**src/bpsc_params.svh**
```systemverilog
// Contract
// - Backup only below battery-hyst and, outside direct mode, below trip
// - Return when above battery+hyst, or trip+hyst outside direct mode
// - Serial bus disabled while on backup
// - Timekeeping and other pins keep running
// - Total power loss flag in status 0Bh
// - Direct-switch bit 5 of 08h stops trip monitor
// - Direct mode switches on battery compare only
// - Direct-switch bit resets to zero
// - Sealed: no battery draw before main seen
// - Re-arm bit writes return to sealed state from main only
// - Dual pin: 512Hz or level per 07h
`ifndef BPSC_PARAMS_SVH
`define BPSC_PARAMS_SVH
`define BPSC_ADDR_TRIM 5'h07
`define BPSC_ADDR_INT 5'h08
`define BPSC_ADDR_STATUS 5'h0b
`define BPSC_ADDR_IRQ_STAT 5'h1c
`define BPSC_ADDR_IRQ_MASK 5'h1d
`define BPSC_ADDR_PWR 5'h1e
`define BPSC_BIT_OUT 7
`define BPSC_BIT_FT 6
`define BPSC_BIT_LPM 5
`define BPSC_BIT_BATTERY_SAVER_REARM 5
`define BPSC_BIT_BAT 1
`define BPSC_BIT_TPL 0
`define BPSC_TRIM_RESET 8'h80
`define BPSC_INT_RESET 8'h00
`define BPSC_CLK_HZ 25000000
`define BPSC_FT_HZ 512
`define BPSC_FT_HALF ((`BPSC_CLK_HZ / `BPSC_FT_HZ) / 2)
`endif

```
**src/bpsc_pkg.sv**
```systemverilog
package bpsc_pkg;
   // Supply state of the switch
   typedef enum logic [1:0] {SEALED, MAIN, BACKUP} bpsc_state_t;
   // Comparator bundle from the analog side
   typedef struct packed {
      logic mainBelowBatHys;  // Main < backup - hysteresis
      logic mainAboveBatHys;  // Main > backup + hysteresis
      logic mainBelowTrip;    // Main < trip threshold
      logic mainAboveTripHys; // Main > trip + trip hysteresis
      logic mainPresent;      // Main supply seen at all
   } bpsc_cmp_t;
   // Register bus request
   typedef struct packed {
      logic [4:0] addr;
      logic [7:0] wdata;
      logic wr;
      logic rd;
   } bpsc_bus_t;
endpackage : bpsc_pkg

```
**src/bpsc_sync.sv**
```systemverilog
`timescale 1ns/1ps
// Two-flop synchroniser for a vector of levels
module bpsc_sync #(parameter int W = 5)
(
   input wire clk_sys,
   input wire reset_n,
   input wire [W-1:0] din,
   output logic [W-1:0] dout
);
   logic [W-1:0] stage1; // First stage, read only by stage two
   // Register both stages
   always_ff @(posedge clk_sys or negedge reset_n)
   begin
      if (!reset_n)
      begin
         stage1 <= '0;
         dout <= '0;
      end
      else
      begin
         stage1 <= din;
         dout <= stage1;
      end
   end
endmodule : bpsc_sync

```
**src/bpsc_freq_gen.sv**
```systemverilog
`timescale 1ns/1ps
`include "bpsc_params.svh"
// Square wave divider for the compensation frequency
module bpsc_freq_gen #(parameter int HALF = `BPSC_FT_HALF)
(
   input wire clk_sys,
   input wire reset_n,
   output logic wave
);
   logic [15:0] count; // Half-period counter
   logic [15:0] next_count; // Next counter value
   logic next_wave; // Next wave level
   // Count half periods and toggle
   always_comb
   begin
      next_count = count + 16'h0001;
      next_wave = wave;
      if (count >= 16'(HALF - 1))
      begin
         next_count = 16'h0000;
         next_wave = ~wave;
      end
   end
   // Register the divider
   always_ff @(posedge clk_sys or negedge reset_n)
   begin
      if (!reset_n)
      begin
         count <= 16'h0000;
         wave <= 1'b0;
      end
      else
      begin
         count <= next_count;
         wave <= next_wave;
      end
   end
endmodule : bpsc_freq_gen

```
**src/backup_power_switch_control.sv**
```systemverilog
// Strobed register access and the register addresses were left to the implementer.
`timescale 1ns/1ps
`include "bpsc_params.svh"
// Backup supply switch control with register port
module backup_power_switch_control
   import bpsc_pkg::*;
(
   input wire clk_sys,
   input wire reset_n,
   input wire bpsc_cmp_t cmpIn,
   input wire [4:0] regAddr,
   input wire [7:0] regWdata,
   input wire regWr,
   input wire regRd,
   output logic [7:0] regRdata,
   output logic onBackup,
   output logic batteryDrawEn,
   output logic busEnable,
   output logic timekeepEnable,
   output logic tripMonitorEn,
   output logic dualPinOut,
   output logic dualPinOe_n,
   output logic irq
);
   bpsc_cmp_t cmpSync; // Synchronised comparator levels
   logic ftWave; // 512Hz square wave
   bpsc_state_t state; // Supply state
   bpsc_state_t next_state;
   logic [7:0] trimReg; // Output and frequency select
   logic [7:0] next_trimReg;
   logic lowPower; // Direct switch select
   logic next_lowPower;
   logic lossFlag; // Total power loss flag
   logic next_lossFlag;
   logic [1:0] irqStat; // Sticky events: bit0 to backup, bit1 to main
   logic [1:0] next_irqStat;
   logic [1:0] irqMask; // Interrupt mask
   logic [1:0] next_irqMask;
   logic [7:0] next_regRdata;
   logic toBackup; // Switch-over event this cycle
   logic toMain; // Return event this cycle
   logic wrHit; // Write decode helper
   bpsc_bus_t bus; // Bundled request

   assign bus = '{addr: regAddr, wdata: regWdata, wr: regWr, rd: regRd};

   // Write decode
   function automatic logic wrAt(input bpsc_bus_t b, input logic [4:0] a);
      wrAt = b.wr && (b.addr == a);
   endfunction : wrAt

   // Comparator inputs cross from the analog domain
   bpsc_sync #(.W($bits(bpsc_cmp_t))) uSync
   (
      .clk_sys(clk_sys),
      .reset_n(reset_n),
      .din(cmpIn),
      .dout(cmpSync)
   );

   // Compensation frequency source
   bpsc_freq_gen #(.HALF(`BPSC_FT_HALF)) uFreq
   (
      .clk_sys(clk_sys),
      .reset_n(reset_n),
      .wave(ftWave)
   );

   // Supply state machine
   always_comb
   begin
      next_state = state;
      toBackup = 1'b0;
      toMain = 1'b0;
      case (state)
         SEALED:
         begin
            // No battery draw until main supply appears
            if (cmpSync.mainPresent)
               next_state = MAIN;
         end
         MAIN:
         begin
            if (wrAt(bus, `BPSC_ADDR_STATUS) && regWdata[`BPSC_BIT_BATTERY_SAVER_REARM])
               next_state = SEALED;
            else if (lowPower)
            begin
               // Direct mode ignores trip threshold
               if (cmpSync.mainBelowBatHys)
               begin
                  next_state = BACKUP;
                  toBackup = 1'b1;
               end
            end
            else if (cmpSync.mainBelowBatHys && cmpSync.mainBelowTrip)
            begin
               next_state = BACKUP;
               toBackup = 1'b1;
            end
         end
         BACKUP:
         begin
            // Either condition returns to main; in direct mode only battery plus hysteresis
            if (cmpSync.mainAboveBatHys || (!lowPower && cmpSync.mainAboveTripHys))
            begin
               next_state = MAIN;
               toMain = 1'b1;
            end
         end
         default:
            next_state = SEALED;
      endcase
   end

   // Register the supply state
   always_ff @(posedge clk_sys or negedge reset_n)
   begin
      if (!reset_n)
         state <= SEALED;
      else
         state <= next_state;
   end

   // Register file next values
   always_comb
   begin
      next_trimReg = trimReg;
      next_lowPower = lowPower;
      next_lossFlag = lossFlag;
      next_irqMask = irqMask;
      next_irqStat = irqStat;
      next_regRdata = 8'h00;
      if (wrAt(bus, `BPSC_ADDR_TRIM))
         next_trimReg = regWdata;
      if (wrAt(bus, `BPSC_ADDR_INT))
         next_lowPower = regWdata[`BPSC_BIT_LPM];
      // Software clears the loss flag by writing zero
      if (wrAt(bus, `BPSC_ADDR_STATUS) && !regWdata[`BPSC_BIT_TPL])
         next_lossFlag = 1'b0;
      if (wrAt(bus, `BPSC_ADDR_IRQ_MASK))
         next_irqMask = regWdata[1:0];
      // Reads
      if (bus.rd)
      begin
         case (bus.addr)
            `BPSC_ADDR_TRIM: next_regRdata = trimReg;
            `BPSC_ADDR_INT: next_regRdata = {2'b00, lowPower, 5'b00000};
            `BPSC_ADDR_STATUS: next_regRdata = {6'b000000, state == BACKUP, lossFlag};
            `BPSC_ADDR_IRQ_STAT: next_regRdata = {6'b000000, irqStat};
            `BPSC_ADDR_IRQ_MASK: next_regRdata = {6'b000000, irqMask};
            `BPSC_ADDR_PWR: next_regRdata = {6'b000000, state};
            default: next_regRdata = 8'h00;
         endcase
         if (bus.addr == `BPSC_ADDR_IRQ_STAT)
            next_irqStat = 2'b00;
      end
      // Events set after the read clear so a set wins
      if (toBackup)
         next_irqStat[0] = 1'b1;
      if (toMain)
         next_irqStat[1] = 1'b1;
   end

   // Register file storage; loss flag set by power-up reset
   always_ff @(posedge clk_sys or negedge reset_n)
   begin
      if (!reset_n)
      begin
         trimReg <= `BPSC_TRIM_RESET;
         lowPower <= 1'b0;
         lossFlag <= 1'b1;
         irqStat <= 2'b00;
         irqMask <= 2'b00;
         regRdata <= 8'h00;
      end
      else
      begin
         trimReg <= next_trimReg;
         lowPower <= next_lowPower;
         lossFlag <= next_lossFlag;
         irqStat <= next_irqStat;
         irqMask <= next_irqMask;
         regRdata <= next_regRdata;
      end
   end

   // Outputs derived from state and register bits
   assign onBackup = (state == BACKUP);
   assign batteryDrawEn = (state != SEALED);
   assign busEnable = (state != BACKUP);
   assign timekeepEnable = 1'b1;
   assign tripMonitorEn = !lowPower;
   assign irq = |(irqStat & irqMask);
   // Open drain: enable low pulls pin low when output is zero
   assign dualPinOut = 1'b0;
   assign dualPinOe_n = trimReg[`BPSC_BIT_FT] ? ftWave : trimReg[`BPSC_BIT_OUT];
endmodule : backup_power_switch_control

```
**config.mk**
```make
export PLATFORM = sky130hd
export DESIGN_NAME = backup_power_switch_control
export DESIGN_NICKNAME = d
export VERILOG_FILES = /design/src/bpsc_pkg.sv /design/src/bpsc_sync.sv /design/src/bpsc_freq_gen.sv /design/src/backup_power_switch_control.sv
export VERILOG_INCLUDE_DIRS = /design/src
export SDC_FILE = /design/constraint.sdc
export NUM_CORES = 1
export LEC_CHECK = 0
export ABC_CLOCK_PERIOD_IN_PS = 1800
export CAP_MARGIN = 20
export CORE_UTILIZATION = 61
export CTS_CLUSTER_DIAMETER = 80
export DETAILED_ROUTE_END_ITERATION = 7
export DONT_BUFFER_PORTS = 1
export PLACE_DENSITY = 0.77
export SLEW_MARGIN = 20
export SYNTH_ARGS = -nofsm -noshare
export SYNTH_HDL_FRONTEND = slang
export SYNTH_SLANG_ARGS = --single-unit
```
**constraint.sdc**
```tcl
create_clock -name clk_sys -period 1.8 [get_ports clk_sys]
set_input_delay 0.27 -clock clk_sys [delete_from_list [all_inputs] [get_ports clk_sys]]
set_output_delay 0.27 -clock clk_sys [all_outputs]
set_load 0.005 [all_outputs]
```
# Word-level counts from Yosys, hierarchy flattened
# Cells that the tools add are included.
classes:
  n_mux: 22
  eq_ne: 13
  bitwise_logic: 2
  n_reduce_logical: 21
  n_addsub: 1
  magnitude_cmp: 1
op_table:
  columns: ["op", "n"]
  rows:
  - ["case mux 8 bit (6 select lines)", 1]
  - ["adder 16 x 1 -> 16 bit, second input constant", 1]
  - ["greater-or-equal comparator 16 x 15 -> 1 bit, second input constant", 1]
  - ["two-way mux 16 bit", 1]
  - ["two-way mux 2 bit", 8]
  - ["equality test 5 bit, second input constant", 3]
  - ["equality test 5 x 4 -> 1 bit, second input constant", 2]
  - ["two-way mux 1 bit", 10]
  - ["nonzero test 2 bit", 5]
  - ["logical AND 1 bit", 8]
  - ["two-way mux 8 bit", 1]
  - ["case mux 2 bit (3 select lines)", 1]
  - ["equality test 5 x 3 -> 1 bit, second input constant", 1]
  - ["inequality test 2 x 1 -> 1 bit, second input constant", 2]
  - ["inequality test 4 x 3 -> 1 bit, second input constant", 1]
  - ["inequality test 4 bit, second input constant", 1]
  - ["AND reduction 2 bit", 2]
  - ["AND reduction 4 bit", 1]
  - ["AND 2 bit", 1]
  - ["equality test 2 x 1 -> 1 bit, second input constant", 1]
  - ["equality test 2 bit, second input constant", 1]
  - ["zero test 1 bit", 2]
  - ["zero test 2 bit", 1]
  - ["inequality test 2 bit, second input constant", 1]
  - ["3 further kinds", 3]
word_totals:
  regBits: 51
  wordCells: 72
  out_inout_bits: 16
  input_bits: 22

# Depth between registers and ports, before layout
depth:
  ltp_word: 7
  ltp_mapped: 7
  mapped_depth_nobuf: 6

# By module
# A second synthesis with hierarchy kept.
unflattened:
  cells_unflattened: 194
  hier_area_um2: 2247.2
by_module_without_submodules:
  columns: ["mod", "seq_area_each_um2", "area_per_inst_um2", "cells_each", "n_inst"]
  rows:
  - ["backup_power_switch_control", 603.1, 1144.8, 98, 1]
  - ["bpsc_freq_gen", 425.4, 852.1, 86, 1]
  - ["bpsc_sync", 250.2, 250.2, 10, 1]

# Worst setup path after synthesis
# Ideal clock, no wire load.
synth_path:
  path_kind: "reg2reg"
  startpoint: "register uFreq.count[0]"
  endpoint: "register uFreq.count[14]"
  setup_ns: 0.119
  path_stages_with_launch: 8
  t_required_ns: 1.681
  path_buffers: 1
  slack_ns: 0.235
  t_arrival_ns: 1.446
  path_cell_list: "dfrtp_1 inv_1 ha_1 nor2b_1 o31a_1 o21ai_2 buf_4 nor2_1"
synth_between:
  elab_chain_cells: 2
synth_lines:
  columns: ["item", "line", "source"]
  rows:
  - ["start: declaration", "bpsc_freq_gen.sv:10", "logic [15:0] count;"]
  - ["start signal: assignment", "bpsc_freq_gen.sv:34", "count <= next_count;"]
  - ["adder 16 x 1 -> 16 bit or greater-or-equal comparator 16 x 15 -> 1 bit (tied branches)", "bpsc_freq_gen.sv:16, bpsc_freq_gen.sv:18", null]
  - ["two-way mux 16 bit (*)", "bpsc_freq_gen.sv:18", "if (count >= 16'(HALF - 1))"]
  - ["via uFreq.next_count[14]", "bpsc_freq_gen.sv:11", "logic [15:0] next_count;"]
# Mark *: on every way through the listed nets, which the timed path passes. The rest lies on a longest branch.
# A chain may end at the register's enable or synchronous reset.

# Worst setup path after layout
layout_path:
  startpoint: "register uFreq.count[0]"
  endpoint: "register uFreq.wave"
layout_between:
  elab_chain_cells: 1
layout_lines:
  columns: ["item", "line", "source"]
  rows:
  - ["greater-or-equal comparator 16 x 15 -> 1 bit", "bpsc_freq_gen.sv:18", null]
  - ["end signal: assignment", "bpsc_freq_gen.sv:35", "wave <= next_wave;"]
  - ["end: declaration", "bpsc_freq_gen.sv:8", "output logic wave"]
# No other way between the ends.

==> results.json <==
{
  "status": "finished clean",
  "die_w_um": 62.1,
  "core-area_um2": 3390,
  "antenna_left": 0,
  "max_cap_viol_count": 0,
  "clock-sinks": 51,
  "die_h_um": 62.1,
  "num_rows": 21,
  "min_path_type": "in -> reg",
  "syn_to_final_growth_pct": 10.9,
  "placed_cells": 238,
  "p_leak_nw": 1.08,
  "yosysSeqAreaShare_pct": 58.0,
  "grt_pass1_vias": 1581,
  "setup_viol": 0,
  "yosys_warnings": 0,
  "rsz0062_at_grt": "no",
  "start_util_pct": 65.0,
  "cts.reportedPaths.clkPinSlew_ns": 0.14,
  "post_cts_buffers": 0,
  "crit_fanout": 6,
  "gp_congestion": 0.866,
  "drc": 0,
  "period_needed_ns": 1.57,
  "powerDensity_nw_per_um2": 942,
  "grt_pass1_wl_um": 7090,
  "via_count": 1485,
  "hold_violations": 0,
  "max-vdd-ir-drop_mv": 0.707,
  "firstDrtPassIters": 4,
  "portBuffers": 0,
  "grt_max_degree": 52,
  "r2r_setup_slack_ns": 0.23,
  "gr-total-overflow": 0,
  "post_cts_resized": 0,
  "gr-usage-all-layers_pct": 23.7,
  "drv_slew": 0,
  "drive_above_1_share_pct": 15.9,
  "postPlaceCellArea_um2": 2260,
  "cp_data_arrival_time_ns": 1.87,
  "crit_buf_inv": 2,
  "cts_tree": "built",
  "cp_cell_sequence": "inv_1, ha_1, nor2b_1, o31a_1, o21ai_2, buf_4, xor2_1",
  "startpoint_type": "register",
  "cpPeakStageDelay_ns": 0.46,
  "wirelength_um": 4060,
  "fin_crit_sh_pct": 87.0,
  "hpwlAfterDp_um": 2860,
  "avgSynthCellArea_um2": 11.5,
  "cts_buffer_depth": 2,
  "worstPathRequired_ns": 2.10,
  "numCtsBuffers": 5,
  "root_buffer": "clkbuf_4",
  "post_drt_wl_per_cell_um": 16.0,
  "fin_tns_setup_ns": 0,
  "fillCellCount": 222,
  "cp-end-kind": "register",
  "fin_area_um2": 2440,
  "drtIter0Drc": 112,
  "synth_area_um2": 2200,
  "cts-hold-fix-buffers": 7,
  "synth-edff-count": 0,
  "skew_ns": 0.0115,
  "syn_inst": 192,
  "antenna_cells": 0,
  "htreeDepth": 2,
  "boundaryPins": 38,
  "avgViaCountPerCell": 5.85,
  "nets": 232,
  "clock_latency_ns": 0.37,
  "crit_slowest_cell": "dfrtp_1",
  "die_area_um2": 3860,
  "fmaxAchievable_mhz": 639,
  "synth_flop_cell": "dfrtp_1",
  "synth-seq-cells": 51,
  "finalNonFillerCells": 254,
  "antenna_found_initial": 0,
  "synth.distinct_cells": 42,
  "worstSetupPathType": "reg -> reg",
  "final_core_util_pct": 72.1,
  "critPathTopFamily": "flip-flops",
  "synthArstFlopShare_pct": 100
}
==> cells by family (layout without fill, tap and decap cells) <==
kind of cell / Yosys count / count (layout) / synth area share [%]
DFF: 51 / 51 / 58.0
buffers and inverters: 12 / 27 / 2.61
xor gates and xnor gates: 14 / 14 / 5.57
adders and majority gates: 3 / 3 / 1.70
other: 2 / 3 / 0.341
and+or+nand+nor: 73 / 73 / 17.6
muxes: 14 / 14 / 7.04
AOI/OAI and AO/OA: 23 / 23 / 7.10
==> Yosys cell counts (6+ instances only) <==
master	number	area [um2]
xnor2_1	11	96.3
nand2_1	10	37.5
mux2_2	12	135
nor3_1	8	40.0
a21oi_1	7	35.0
nand3_1	7	35.0
dfrtp_1	49	1230
nor2_1	22	82.6
and3_1	6	37.5
inv_1	8	30.0
==> power by group <==
group	switching, W	total [W]	leakage (nW)	internal [W]
clock network	0.000346	0.000674	0.0482	0.000329
logic	0.000133	0.000275	0.376	0.000142
registers	0.0000930	0.00135	0.652	0.00126
==> registers in the layout, summed over array words and instances, names as in the netlist <==
register,count
uFreq.wave,1
uSync.stage1,5
uSync.dout,5
state,2
uFreq.count,16
lossFlag,1
trimReg,8
irqMask,2
lowPower,1
regRdata,8
irqStat,2
==> routing by layer <==
| metal | GRT usage [%] | part of all wire [%] | vias to the layer above | wire, um |
|---|---|---|---|---|
| met5 | 0 | 0 | - | 0 |
| met4 | 11.0 | 3.0 | 0 | 122 |
| met3 | 7.17 | 6.4 | 12 | 262 |
| met2 | 40.5 | 50 | 66 | 2050 |
| met1 | 27.4 | 40 | 715 | 1630 |
| li1 | - | - | 692 | - |
==> metrics by stage <==
stage	hold slack, ns	setup slack [ns]	power, W
2_1_floorplan	-0.0256	0.235	0.00154
3_3_place_gp	-0.0246	0.324	0.00158
3_5_place_dp	-0.0245	0.264	0.00161
4_1_cts	0.0220	0.235	0.00231
5_1_grt	0.0134	0.0828	0.00241
6_report	0.0341	0.234	0.00230
==> worst reg2reg max path, cell delays in order, from the launching register on <==
cell and delay, ns:
dfrtp_1 0.46, inv_1 0.07, ha_1 0.18, nor2b_1 0.12, o31a_1 0.24, o21ai_2 0.13
buf_4 0.16, xor2_1 0.14
==> area by class of cell <==
class                   count  area, um2  area share [%]
clock inverters             2       35.0            1.43
well taps                  46       57.6            2.36
flip-flops and latches     51       1280            52.3
clock buffers               6       51.3            2.10
inverters                   8       30.0            1.23
multi-input cells         130        871            35.6
repair buffers             11        120            4.92
==> worst paths after layout <==
kind | to | startpoint | cells after the start
setup / recovery | uFreq.wave | uFreq.count[0] | 7
max in group asynchronous | trimReg[7] | reset_n | 2
hold / removal | trimReg[2] | regWdata[2] | 1
hold reg to reg | uSync.dout[0] | uSync.stage1[0] | 0
min in group asynchronous | uFreq.count[8] | reset_n | 2
setup reg to reg | uFreq.wave | uFreq.count[0] | 7
==> cell usage in the layout (no fill, tap or decap), types with 2 or more instances in the layout <==
cell type      Yosys  layout
a21oi_1            7       7
a22oi_1            3       3
and3_1             6       6
buf_4              3       3
clkbuf_4           0       5
conb_1             2       3
dfrtp_1           49      49
dfstp_2            2       2
dlygate4sd3_1      0       7
ha_1               3       3
inv_1              8       8
mux2_2            12      12
mux2i_1            2       2
nand2_1           10      10
nand2b_1           2       2
nand3_1            7       7
nand4_1            3       3
nor2_1            22      22
nor2b_1            2       2
nor3_1             8       8
nor3b_1            2       2
nor4_1             3       3
o21ai_0            2       2
or2_2              2       2
xnor2_1           11      11
xor2_1             3       3
No activity file was read; power rests on OpenSTA's default activity.
